[src/hdl/cvdac_regs.vh]
// Register offsets, field positions and timing counts for the converter control block
`ifndef CVDAC_REGS_VH
`define CVDAC_REGS_VH
`define CVDAC_AW 12
`define CVDAC_LEG_RES0L 12'h09b
`define CVDAC_LEG_RES0H 12'h09c
`define CVDAC_LEG_CTL0 12'h09d
`define CVDAC_LEG_CTL1 12'h09e
`define CVDAC_LEG_CTL2 12'h09f
`define CVDAC_C1_CTL0 12'h711
`define CVDAC_C1_CTL1 12'h712
`define CVDAC_C1_CTL2 12'h713
`define CVDAC_C1_CTL3 12'h714
`define CVDAC_C1_STAT 12'h715
`define CVDAC_C1_PRE 12'h716
`define CVDAC_C1_ACQ 12'h717
`define CVDAC_C1_GRD 12'h718
`define CVDAC_C1_CAP 12'h719
`define CVDAC_C1_RES0L 12'h71a
`define CVDAC_C1_RES0H 12'h71b
`define CVDAC_C1_RES1L 12'h71c
`define CVDAC_C1_RES1H 12'h71d
`define CVDAC_C1_SEC 12'h71e
`define CVDAC_C2_CTL0 12'h791
`define CVDAC_C2_CTL3 12'h794
`define CVDAC_C2_RES0L 12'h79a
`define CVDAC_C2_RES0H 12'h79b
`define CVDAC_C2_RES1L 12'h79c
`define CVDAC_C2_RES1H 12'h79d
`define CVDAC_ON_BIT 0
`define CVDAC_GO_BIT 1
`define CVDAC_SEL_LSB 2
`define CVDAC_SEL_MSB 6
`define CVDAC_SYNC_BIT 2
`define CVDAC_FMT_BIT 7
`define CVDAC_CLK_LSB 4
`define CVDAC_CLK_MSB 6
`define CVDAC_TRIG_LSB 4
`define CVDAC_TRIG_MSB 6
`define CVDAC_DSEN_BIT 0
`define CVDAC_CTL_RESET 8'h00
`define CVDAC_CTL1_MASK 8'hf3
`define CVDAC_CTL2_MASK 8'h70
`define CVDAC_SEC_MASK 8'h7f
`define CVDAC_CTL3_MASK 8'h01
`define CVDAC_RES_BITS 10
`define CVDAC_FOSC_MHZ 50
`define CVDAC_INSTR_NS 80
`define CVDAC_INSTR_CYC ((`CVDAC_INSTR_NS * `CVDAC_FOSC_MHZ + 999) / 1000)
`define CVDAC_GAP_TAD 2
`define CVDAC_RC_DIV 7'd8
`endif

[src/hdl/cvdac_top.v]
// Control and register map for two converters with capacitive-divider sequencing
//
// The address-and-strobe port was left to the implementer.
`include "cvdac_regs.vh"
`timescale 1ns/10ps
`default_nettype none
module cvdac_top (
   input wire CLK_SYS_I, // System clock, 50 MHz
   input wire RST_I, // Synchronous reset, active high
   input wire [`CVDAC_AW-1:0] ADDR_I, // Register address
   input wire [7:0] WDATA_I, // Write data
   input wire WR_I, // Write strobe
   input wire RD_I, // Read strobe
   output reg [7:0] RDATA_O, // Read data, cycle after strobe
   input wire [9:0] CONV1_SAMPLE_I, // Converter 1 comparator decisions
   input wire [9:0] CONV2_SAMPLE_I, // Converter 2 comparator decisions
   input wire [1:0] SPECIAL_TRIG_I, // Special event trigger pulse per converter
   input wire [1:0] FLAG_CLR_I, // Clear pulse for finished flags
   output reg [1:0] CONVERTER_FINISHED_FLAG_O, // Sticky finished flags
   output wire [1:0] POWER_ON_O, // Converter powered
   output wire [31:0] CONV1_MUX_O, // Converter 1 one-hot input connection
   output wire [31:0] CONV2_MUX_O, // Converter 2 one-hot input connection
   output wire [6:0] CONV1_SEC_MUX_O, // Converter 1 secondary connections
   output wire [1:0] CONVERTING_O // Conversion engine active
);
   localparam ST_IDLE = 2'd0;
   localparam ST_WAIT = 2'd1;
   localparam ST_CONV = 2'd2;
   localparam ST_GAP = 2'd3;

   // One-hot connect vector for a select code; reserved codes give zero
   function [31:0] mux_decode;
      input conv2;
      input [4:0] code;
      input on;
      reg ok;
      begin
         ok = 1'b0;
         if (code <= 5'h02) begin
            ok = 1'b1;
         end else if (!conv2) begin
            ok = (code >= 5'h0a && code <= 5'h10) || code == 5'h1b || code == 5'h1d || code == 5'h1f;
         end else begin
            ok = (code == 5'h14);
         end
         mux_decode = (ok && on) ? (32'h0000_0001 << code) : 32'h0000_0000;
      end
   endfunction

   // Unconverted bits copy the last converted bit
   function [9:0] fill_partial;
      input [9:0] sar;
      input [3:0] pos;
      integer k;
      reg last;
      begin
         fill_partial = sar;
         last = (pos == 4'd9) ? 1'b0 : sar[pos+1];
         for (k = 0; k < 10; k = k + 1) begin
            if (k <= pos) begin
               fill_partial[k] = last;
            end
         end
      end
   endfunction

   // Result justified into a high/low pair at load time
   function [15:0] justify;
      input [9:0] r;
      input right;
      begin
         justify = right ? {6'h00, r} : {r, 6'h00};
      end
   endfunction

   // Register hit at either of its two addresses
   function reg_hit;
      input [`CVDAC_AW-1:0] a;
      input [`CVDAC_AW-1:0] ext;
      input [`CVDAC_AW-1:0] leg;
      begin
         reg_hit = (a == ext) || (a == leg);
      end
   endfunction

   reg [7:0] ctl1;
   reg [7:0] ctl2;
   reg [7:0] pre_time;
   reg [7:0] acq_time;
   reg [7:0] grd_drive;
   reg [7:0] cap_sel;
   reg [7:0] sec_sel;
   reg [5:0] div_cnt;
   reg [6:0] div_len;
   wire tad;
   wire rc_clk;
   wire sync_go;
   wire [1:0] busy;
   wire [1:0] on_bit;
   wire [15:0] res0 [0:1];
   wire [15:0] res1 [0:1];
   wire [7:0] ctl0_rd [0:1];
   wire [7:0] ctl3_rd [0:1];
   wire [7:0] stat_rd [0:1];
   wire [1:0] fin_all;

   assign rc_clk = (ctl1[`CVDAC_CLK_MSB-1:`CVDAC_CLK_LSB] == 2'b11);
   assign sync_go = WR_I && reg_hit(ADDR_I, `CVDAC_C1_CTL1, `CVDAC_LEG_CTL1) &&
      WDATA_I[`CVDAC_SYNC_BIT];

   // Conversion clock divider
   always @* begin
      case (ctl1[`CVDAC_CLK_MSB:`CVDAC_CLK_LSB])
         3'b000: div_len = 7'd2;
         3'b001: div_len = 7'd8;
         3'b010: div_len = 7'd32;
         3'b100: div_len = 7'd4;
         3'b101: div_len = 7'd16;
         3'b110: div_len = 7'd64;
         default: div_len = `CVDAC_RC_DIV;
      endcase
   end

   // Tick phase runs free, so the first decision may land up to one tick after ST_CONV is entered
   assign tad = ({1'b0, div_cnt} == div_len - 7'd1);

   always @(posedge CLK_SYS_I) begin
      if (RST_I || tad) begin
         div_cnt <= 6'h00;
      end else begin
         div_cnt <= div_cnt + 6'h01;
      end
   end

   // Shared control and extended-only registers; legacy addresses alias the same flops
   always @(posedge CLK_SYS_I) begin
      if (RST_I) begin
         ctl1 <= `CVDAC_CTL_RESET;
         ctl2 <= `CVDAC_CTL_RESET;
         pre_time <= `CVDAC_CTL_RESET;
         acq_time <= `CVDAC_CTL_RESET;
         grd_drive <= `CVDAC_CTL_RESET;
         cap_sel <= `CVDAC_CTL_RESET;
         sec_sel <= `CVDAC_CTL_RESET;
      end else if (WR_I) begin
         case (ADDR_I)
            `CVDAC_C1_CTL1, `CVDAC_LEG_CTL1: ctl1 <= WDATA_I & `CVDAC_CTL1_MASK;
            `CVDAC_C1_CTL2, `CVDAC_LEG_CTL2: ctl2 <= WDATA_I & `CVDAC_CTL2_MASK;
            `CVDAC_C1_PRE: pre_time <= WDATA_I;
            `CVDAC_C1_ACQ: acq_time <= WDATA_I;
            `CVDAC_C1_GRD: grd_drive <= WDATA_I;
            `CVDAC_C1_CAP: cap_sel <= WDATA_I;
            `CVDAC_C1_SEC: sec_sel <= WDATA_I & `CVDAC_SEC_MASK;
            default: ctl1 <= ctl1;
         endcase
      end
   end

   genvar g;
   generate
      for (g = 0; g < 2; g = g + 1) begin : conv
         reg [6:0] ctl0; // Select field and enable; status bit comes from the engine
         reg dsen;
         reg [1:0] state;
         reg second;
         reg [3:0] pos;
         reg [2:0] wcnt;
         reg [9:0] sar;
         reg [15:0] r0;
         reg [15:0] r1;
         wire ctl0_hit;
         wire ctl3_hit;
         wire [9:0] sample;
         wire user_go;
         wire user_stop;
         wire start;
         wire fmt;
         wire ctl0_wr;
         wire kill;
         wire last_tick;
         wire [9:0] partial;
         wire [15:0] full_word;
         reg fin;

         if (g == 0) begin : a1
            assign ctl0_hit = reg_hit(ADDR_I, `CVDAC_C1_CTL0, `CVDAC_LEG_CTL0);
            assign ctl3_hit = (ADDR_I == `CVDAC_C1_CTL3);
            assign sample = CONV1_SAMPLE_I;
         end else begin : a2
            assign ctl0_hit = (ADDR_I == `CVDAC_C2_CTL0);
            assign ctl3_hit = (ADDR_I == `CVDAC_C2_CTL3);
            assign sample = CONV2_SAMPLE_I;
         end

         assign fmt = ctl1[`CVDAC_FMT_BIT];
         assign user_go = WR_I && ctl0_hit && WDATA_I[`CVDAC_GO_BIT] && ctl0[`CVDAC_ON_BIT];
         assign user_stop = WR_I && ctl0_hit && !WDATA_I[`CVDAC_GO_BIT];
         assign start = user_go || (sync_go && ctl0[`CVDAC_ON_BIT]) ||
            (SPECIAL_TRIG_I[g] && ctl0[`CVDAC_ON_BIT] && ctl2[`CVDAC_TRIG_MSB:`CVDAC_TRIG_LSB] != 3'b000);
         assign ctl0_wr = WR_I && ctl0_hit;
         // Enable cleared mid-run drops the bits done so far, unlike an abort
         assign kill = !ctl0[`CVDAC_ON_BIT] || (ctl0_wr && !WDATA_I[`CVDAC_ON_BIT]);
         assign partial = fill_partial(sar, pos);
         assign full_word = justify({sar[9:1], sample[0]}, fmt);
         assign last_tick = (state == ST_CONV) && tad && (pos == 4'd0) && !kill && !user_stop &&
            !(dsen && !second);

         always @(posedge CLK_SYS_I) begin
            if (RST_I) begin
               ctl0 <= 7'h00;
               dsen <= 1'b0;
            end else if (WR_I && ctl0_hit) begin
               ctl0 <= {WDATA_I[`CVDAC_SEL_MSB:`CVDAC_SEL_LSB], 1'b0, WDATA_I[`CVDAC_ON_BIT]};
            end else if (WR_I && ctl3_hit) begin
               dsen <= WDATA_I[`CVDAC_DSEN_BIT];
            end
         end

         // Conversion engine: one comparator decision per conversion clock, MSB first
         always @(posedge CLK_SYS_I) begin
            if (RST_I) begin
               state <= ST_IDLE;
               second <= 1'b0;
               pos <= 4'd9;
               wcnt <= 3'd0;
               sar <= 10'h000;
               r0 <= 16'h0000;
               r1 <= 16'h0000;
            end else begin
               if (state == ST_IDLE) begin
                  if (start) begin
                     second <= 1'b0;
                     pos <= 4'd9;
                     sar <= 10'h000;
                     wcnt <= 3'd0;
                     state <= rc_clk ? ST_WAIT : ST_CONV;
                  end
               end else if (kill) begin
                  state <= ST_IDLE;
               end else if (user_stop) begin
                  // Abort keeps the bits done so far, no flag
                  if (second) begin
                     r1 <= justify(partial, fmt);
                  end else begin
                     r0 <= justify(partial, fmt);
                  end
                  state <= ST_IDLE;
               end else begin
                  case (state)
                     ST_WAIT: begin
                        if (wcnt == `CVDAC_INSTR_CYC - 1) begin
                           state <= ST_CONV;
                        end else begin
                           wcnt <= wcnt + 3'd1;
                        end
                     end
                     ST_CONV: begin
                        if (tad) begin
                           sar[pos] <= sample[pos];
                           if (pos == 4'd0) begin
                              if (!second) begin
                                 r0 <= full_word;
                              end else begin
                                 r1 <= full_word;
                              end
                              if (dsen && !second) begin
                                 state <= ST_GAP;
                                 wcnt <= 3'd0;
                              end else begin
                                 state <= ST_IDLE;
                              end
                           end else begin
                              pos <= pos - 4'd1;
                           end
                        end
                     end
                     ST_GAP: begin
                        if (tad) begin
                           if (wcnt == `CVDAC_GAP_TAD - 1) begin
                              state <= ST_CONV;
                              second <= 1'b1;
                              pos <= 4'd9;
                              sar <= 10'h000;
                           end else begin
                              wcnt <= wcnt + 3'd1;
                           end
                        end
                     end
                     default: state <= ST_IDLE;
                  endcase
               end
            end
         end

         // Completion wins over a clear pulse in the same cycle
         always @(posedge CLK_SYS_I) begin
            if (RST_I) begin
               fin <= 1'b0;
            end else if (last_tick) begin
               fin <= 1'b1;
            end else if (FLAG_CLR_I[g]) begin
               fin <= 1'b0;
            end
         end

         assign fin_all[g] = fin;
         assign busy[g] = (state != ST_IDLE) && ctl0[`CVDAC_ON_BIT];
         assign on_bit[g] = ctl0[`CVDAC_ON_BIT];
         assign res0[g] = r0;
         assign res1[g] = r1;
         assign ctl0_rd[g] = {1'b0, ctl0[6:2], busy[g], ctl0[0]};
         assign ctl3_rd[g] = {7'h00, dsen};
         assign stat_rd[g] = {4'h0, second, 1'b0, state};
      end
   endgenerate

   // Flags live per converter; gathered here so the port has a single driver
   always @* begin
      CONVERTER_FINISHED_FLAG_O = fin_all;
   end

   assign POWER_ON_O = on_bit;
   assign CONVERTING_O = busy;
   assign CONV1_MUX_O = mux_decode(1'b0, ctl0_rd[0][6:2], on_bit[0]);
   assign CONV2_MUX_O = mux_decode(1'b1, ctl0_rd[1][6:2], on_bit[1]);
   // Secondary switches close only while converter 1 is enabled
   assign CONV1_SEC_MUX_O = on_bit[0] ? sec_sel[6:0] : 7'h00;

   // Read data stand only in the cycle after the strobe
   always @(posedge CLK_SYS_I) begin
      if (RST_I || !RD_I) begin
         RDATA_O <= 8'h00;
      end else begin
         case (ADDR_I)
            `CVDAC_C1_CTL0, `CVDAC_LEG_CTL0: RDATA_O <= ctl0_rd[0];
            `CVDAC_C1_CTL1, `CVDAC_LEG_CTL1: RDATA_O <= {ctl1[7:3], |busy, ctl1[1:0]};
            `CVDAC_C1_CTL2, `CVDAC_LEG_CTL2: RDATA_O <= ctl2;
            `CVDAC_C1_CTL3: RDATA_O <= ctl3_rd[0];
            `CVDAC_C1_STAT: RDATA_O <= stat_rd[0];
            `CVDAC_C1_PRE: RDATA_O <= pre_time;
            `CVDAC_C1_ACQ: RDATA_O <= acq_time;
            `CVDAC_C1_GRD: RDATA_O <= grd_drive;
            `CVDAC_C1_CAP: RDATA_O <= cap_sel;
            `CVDAC_C1_RES0L, `CVDAC_LEG_RES0L: RDATA_O <= res0[0][7:0];
            `CVDAC_C1_RES0H, `CVDAC_LEG_RES0H: RDATA_O <= res0[0][15:8];
            `CVDAC_C1_RES1L: RDATA_O <= res1[0][7:0];
            `CVDAC_C1_RES1H: RDATA_O <= res1[0][15:8];
            `CVDAC_C1_SEC: RDATA_O <= sec_sel;
            `CVDAC_C2_CTL0: RDATA_O <= ctl0_rd[1];
            `CVDAC_C2_CTL3: RDATA_O <= ctl3_rd[1];
            `CVDAC_C2_RES0L: RDATA_O <= res0[1][7:0];
            `CVDAC_C2_RES0H: RDATA_O <= res0[1][15:8];
            `CVDAC_C2_RES1L: RDATA_O <= res1[1][7:0];
            `CVDAC_C2_RES1H: RDATA_O <= res1[1][15:8];
            default: RDATA_O <= 8'h00;
         endcase
      end
   end
endmodule
`default_nettype wire

[config.mk]
export PLATFORM = sky130hd
export DESIGN_NAME = cvdac_top
export DESIGN_NICKNAME = d
export VERILOG_FILES = /design/src/hdl/cvdac_top.v
export VERILOG_INCLUDE_DIRS = /design/src /design/src/hdl
export SDC_FILE = /design/constraint.sdc
export NUM_CORES = 1
export LEC_CHECK = 0
export BUFFER_PORTS_ARGS = -buffer_cell sky130_fd_sc_hd__clkbuf_2
export CAP_MARGIN = 10
export CORE_ASPECT_RATIO = 0.5
export CORE_MARGIN = 2
export CORE_UTILIZATION = 40
export DETAILED_ROUTE_END_ITERATION = 6
export GPL_TIMING_DRIVEN = 0
export MAX_ROUTING_LAYER = met4
export PLACE_DENSITY = 0.59
export SLEW_MARGIN = 15
export SYNTH_ARGS = -nofsm -noshare
export SYNTH_HDL_FRONTEND = slang
export SYNTH_SLANG_ARGS = --single-unit
export TNS_END_PERCENT = 30
[constraint.sdc]
create_clock -name CLK_SYS_I -period 3.6 [get_ports CLK_SYS_I]
set_input_delay 0.36 -clock CLK_SYS_I [delete_from_list [all_inputs] [get_ports CLK_SYS_I]]
set_output_delay 0.36 -clock CLK_SYS_I [all_outputs]
set_load 0.01 [all_outputs]
==> impl_metrics.ini <==
[outcome]
status = finished clean

[global_routing]
overflow = 0
grt_max_degree = 18
gr-usage-all-layers_pct = 28.8
antenna_found_initial = 0
grt_pass1_wl_mm = 59.0
grt_pass1_vias = 9627

[setup_path]
startpoint_type = register
r2r-start = conv[0].pos[1]
cp-startpoint = conv[0].pos[1]
worst_ep_required_time_ns = 3.95
worst_r2r_endpoint = conv[0].r1[7]
critPathMaxFanout = 10
worst-r2r-cell-count = 11
endpoint_kind = register
crit_arrival_ns = 3.74
r2r_slack_ns = 0.21
path_class = reg2reg

[clock_tree]
clkTransAtPathRegs_ns = 0.07
cts_sinks = 182
clockRootBuffer = clkbuf_16
clk_latency_ns = 0.45
ctsHtreeMaxLevel = 4
cts_tree = yes
cts_hold_buf = 0
clockBufferDepth = 2
cts_buffers = 17

[detailed_routing]
routed.top_layer = met4
viasPerCell = 5.90
wl_per_cell_um = 21.3
wl_met3_mm = 3.55
ant_nets = 0
drt_iter0_drc = 1367
wl_mm = 39.0
first_pass_iters = 6
wl_met2_mm = 16.3
wl_met1_mm = 18.7
drcViolationCount = 0
vias = 10800

[sta]
setup_viol_count_final = 0
skew_ns = 0.0130
worst_pin_slew_ns = 1.20
slew_violations = 0
max_clock_freq_mhz = 295
min_period_ns = 3.39
final.period_utilization_pct = 94.1
rsz0062_at_grt = no
relSlewSlack_pct = 20.0
tns_ns = 0
setup_slack_ns = 0.213
hold_violations = 0

[placement]
hpwl_mm = 30.0
dp_cells = 1804
place.gp.congestion = 0.956
post-place-ws_ns = -0.214
port_buffers = 78

[logic_synthesis]
async_reset_ff_share_pct = 0
netlist_instances = 1327
syn-cell-area_um2 = 10600
yosysUniqueCellTypes = 80
synth.avg_cell_area_um2 = 8.01
ys_dominant_reg_cell = dfxtp_1
synth_warnings = 0
ys_ff_latch = 182
synth-edff-count = 0
ys_seq_area_share_pct = 34.3

[finish]
post-route-util_pct = 46.6
diodes = 0
drive_gt1_share_pct = 15.7
nets = 1543
finalNonFillerCells = 1836
nFillCells = 2630
area_growth_pct = 15.3

[worst_hold_path]
min_to = conv[1].fin
min-delay-start = FLAG_CLR_I[1]
hold-path-cell-count = 3
hold_path.class = in2reg

[floorplan]
die_h_um = 119
initial_core_util_pct = 40.4
pin_count = 133
core_area_um2 = 26300
fp-row-count = 42
dieArea_um2 = 28000
die_w_um = 234

[power]
power_density_nw_per_um2 = 363
power_leakage_nw = 4.56
ir_drop_uv = 404

[run]
cap_viol_max_count = 0
[per-stage QoR]
stage	instance area (um2)	power, W	hold WS, ns
2_1_floorplan	10800	0.00244	0.424
3_3_place_gp	11600	0.00258	0.442
3_5_place_dp	11600	0.00259	0.450
4_1_cts	12200	0.00446	0.164
5_1_grt	12300	0.00461	0.188
6_report	12300	0.00445	0.182
[metal layers]
| layer | vias to the layer above | GRT usage, % |
|---|---|---|
| met4 | 0 | 5.70 |
| met3 | 32 | 5.84 |
| met5 | - | - |
| met1 | 5229 | 42.5 |
| met2 | 493 | 40.1 |
| li1 | 5077 | - |
[worst max-delay path by stage]
stage                                 to  slack (ns)
after floorplan            conv[1].r1[8]        0.55
after global placement    conv[1].r0[14]       -0.11
after detailed placement  conv[1].r0[12]       -0.21
after CTS                  conv[0].r1[7]        0.02
after global routing      conv[0].r0[14]        0.01
final                      conv[0].r1[7]        0.21
[synth_stat cells (5+ instances only)]
library cell | count | share of area, %
nor4_1 | 25 | 1.5
o211ai_1 | 15 | 1.1
mux2i_1 | 59 | 5.6
o22ai_1 | 5 | 0.29
nand4_1 | 9 | 0.53
nand3b_1 | 5 | 0.35
a31oi_1 | 23 | 1.4
or3_1 | 7 | 0.41
or2_2 | 10 | 0.59
a21bo_2 | 7 | 0.66
ha_1 | 24 | 2.8
a41oi_1 | 5 | 0.41
a211oi_1 | 9 | 0.64
buf_2 | 9 | 0.42
a21oi_1 | 96 | 4.5
nand2_1 | 142 | 5.0
o31ai_1 | 11 | 0.78
a31o_2 | 12 | 0.99
nor2_1 | 97 | 3.4
mux4_2 | 7 | 1.5
buf_4 | 51 | 3.6
a22o_1 | 7 | 0.58
dfxtp_1 | 182 | 34
nand3_1 | 80 | 3.8
and3_1 | 9 | 0.53
nor3_1 | 35 | 1.6
a221oi_1 | 9 | 0.74
a22oi_1 | 20 | 1.4
nor2b_1 | 19 | 1.1
a311oi_1 | 10 | 0.82
nand2b_1 | 21 | 1.2
and2_1 | 11 | 0.65
o21a_1 | 12 | 0.85
buf_1 | 9 | 0.32
clkbuf_1 | 74 | 2.6
nor3b_1 | 5 | 0.35
inv_1 | 26 | 0.92
a222oi_1 | 13 | 1.2
o21ai_0 | 81 | 3.8
[report_power, final]
group	total, W	leakage [nW]	internal (W)	switching [W]
Combinational	0.000527	2.81	0.000175	0.000352
Sequential	0.00204	1.47	0.00202	0.0000117
Clock	0.00189	0.287	0.000999	0.000890
[kinds of logic (layout without fill, tap and decap cells)]
kind of cell	count (synthesis)	after routing	synth area share [%]
and+or+nand+nor	501	501	23.6
AOI/OAI and AO/OA	371	371	23.2
DFF	182	182	34.3
buffers and inverters	171	282	8.02
muxes	69	69	7.36
adders and majority gates	24	24	2.83
xor gates and xnor gates	8	8	0.659
other	1	47	0.0353
[registers in the layout, indices dropped and copies added (netlist names), 7 cells and up]
register   cells
conv.sar      20
conv.pos       8
pre_time       8
RDATA_O        8
conv.r0       32
sec_sel        7
acq_time       8
grd_drive      8
conv.r1       32
cap_sel        8
conv.ctl0     12
[layout make-up]
type / count / area (um2) / share of cell area [%]
Buffer: 144 / 756 / 6.17
Timing Repair Buffer: 79 / 398 / 3.25
Multi-Input combinational cell: 1020 / 6330 / 51.7
Clock buffer: 20 / 447 / 3.65
Clock inverter: 12 / 135 / 1.10
Inverter: 27 / 101 / 0.827
Tap cell: 352 / 440 / 3.60
Sequential cell: 182 / 3640 / 29.7
[critical path: stages, from the launching register on]
cell	delay, ns
dfxtp_1	0.36
clkbuf_1	0.42
inv_1	0.16
ha_1	0.41
mux4_2	0.53
mux2i_1	0.16
nand3_1	0.11
and2_1	0.14
clkbuf_1	0.17
mux2i_1	0.42
mux2i_1	0.19
o21ba_2	0.22
[cells in the final DEF, fill, tap and decap left out, types with 52 or more instances in the layout]
cell type / n
o21ai_0: 81
mux2i_1: 59
clkbuf_2: 81
buf_4: 52
nand3_1: 80
nand2_1: 142
nor2_1: 97
clkbuf_1: 72
dfxtp_1: 182
a21oi_1: 96
[timing repair]
item / 4_1_cts / 5_1_grt
setup buffers: 0 / 0
setup endpoints to repair: 32 / 60
gates resized for setup: 1 / 10
(Power assumes the default switching activity.)
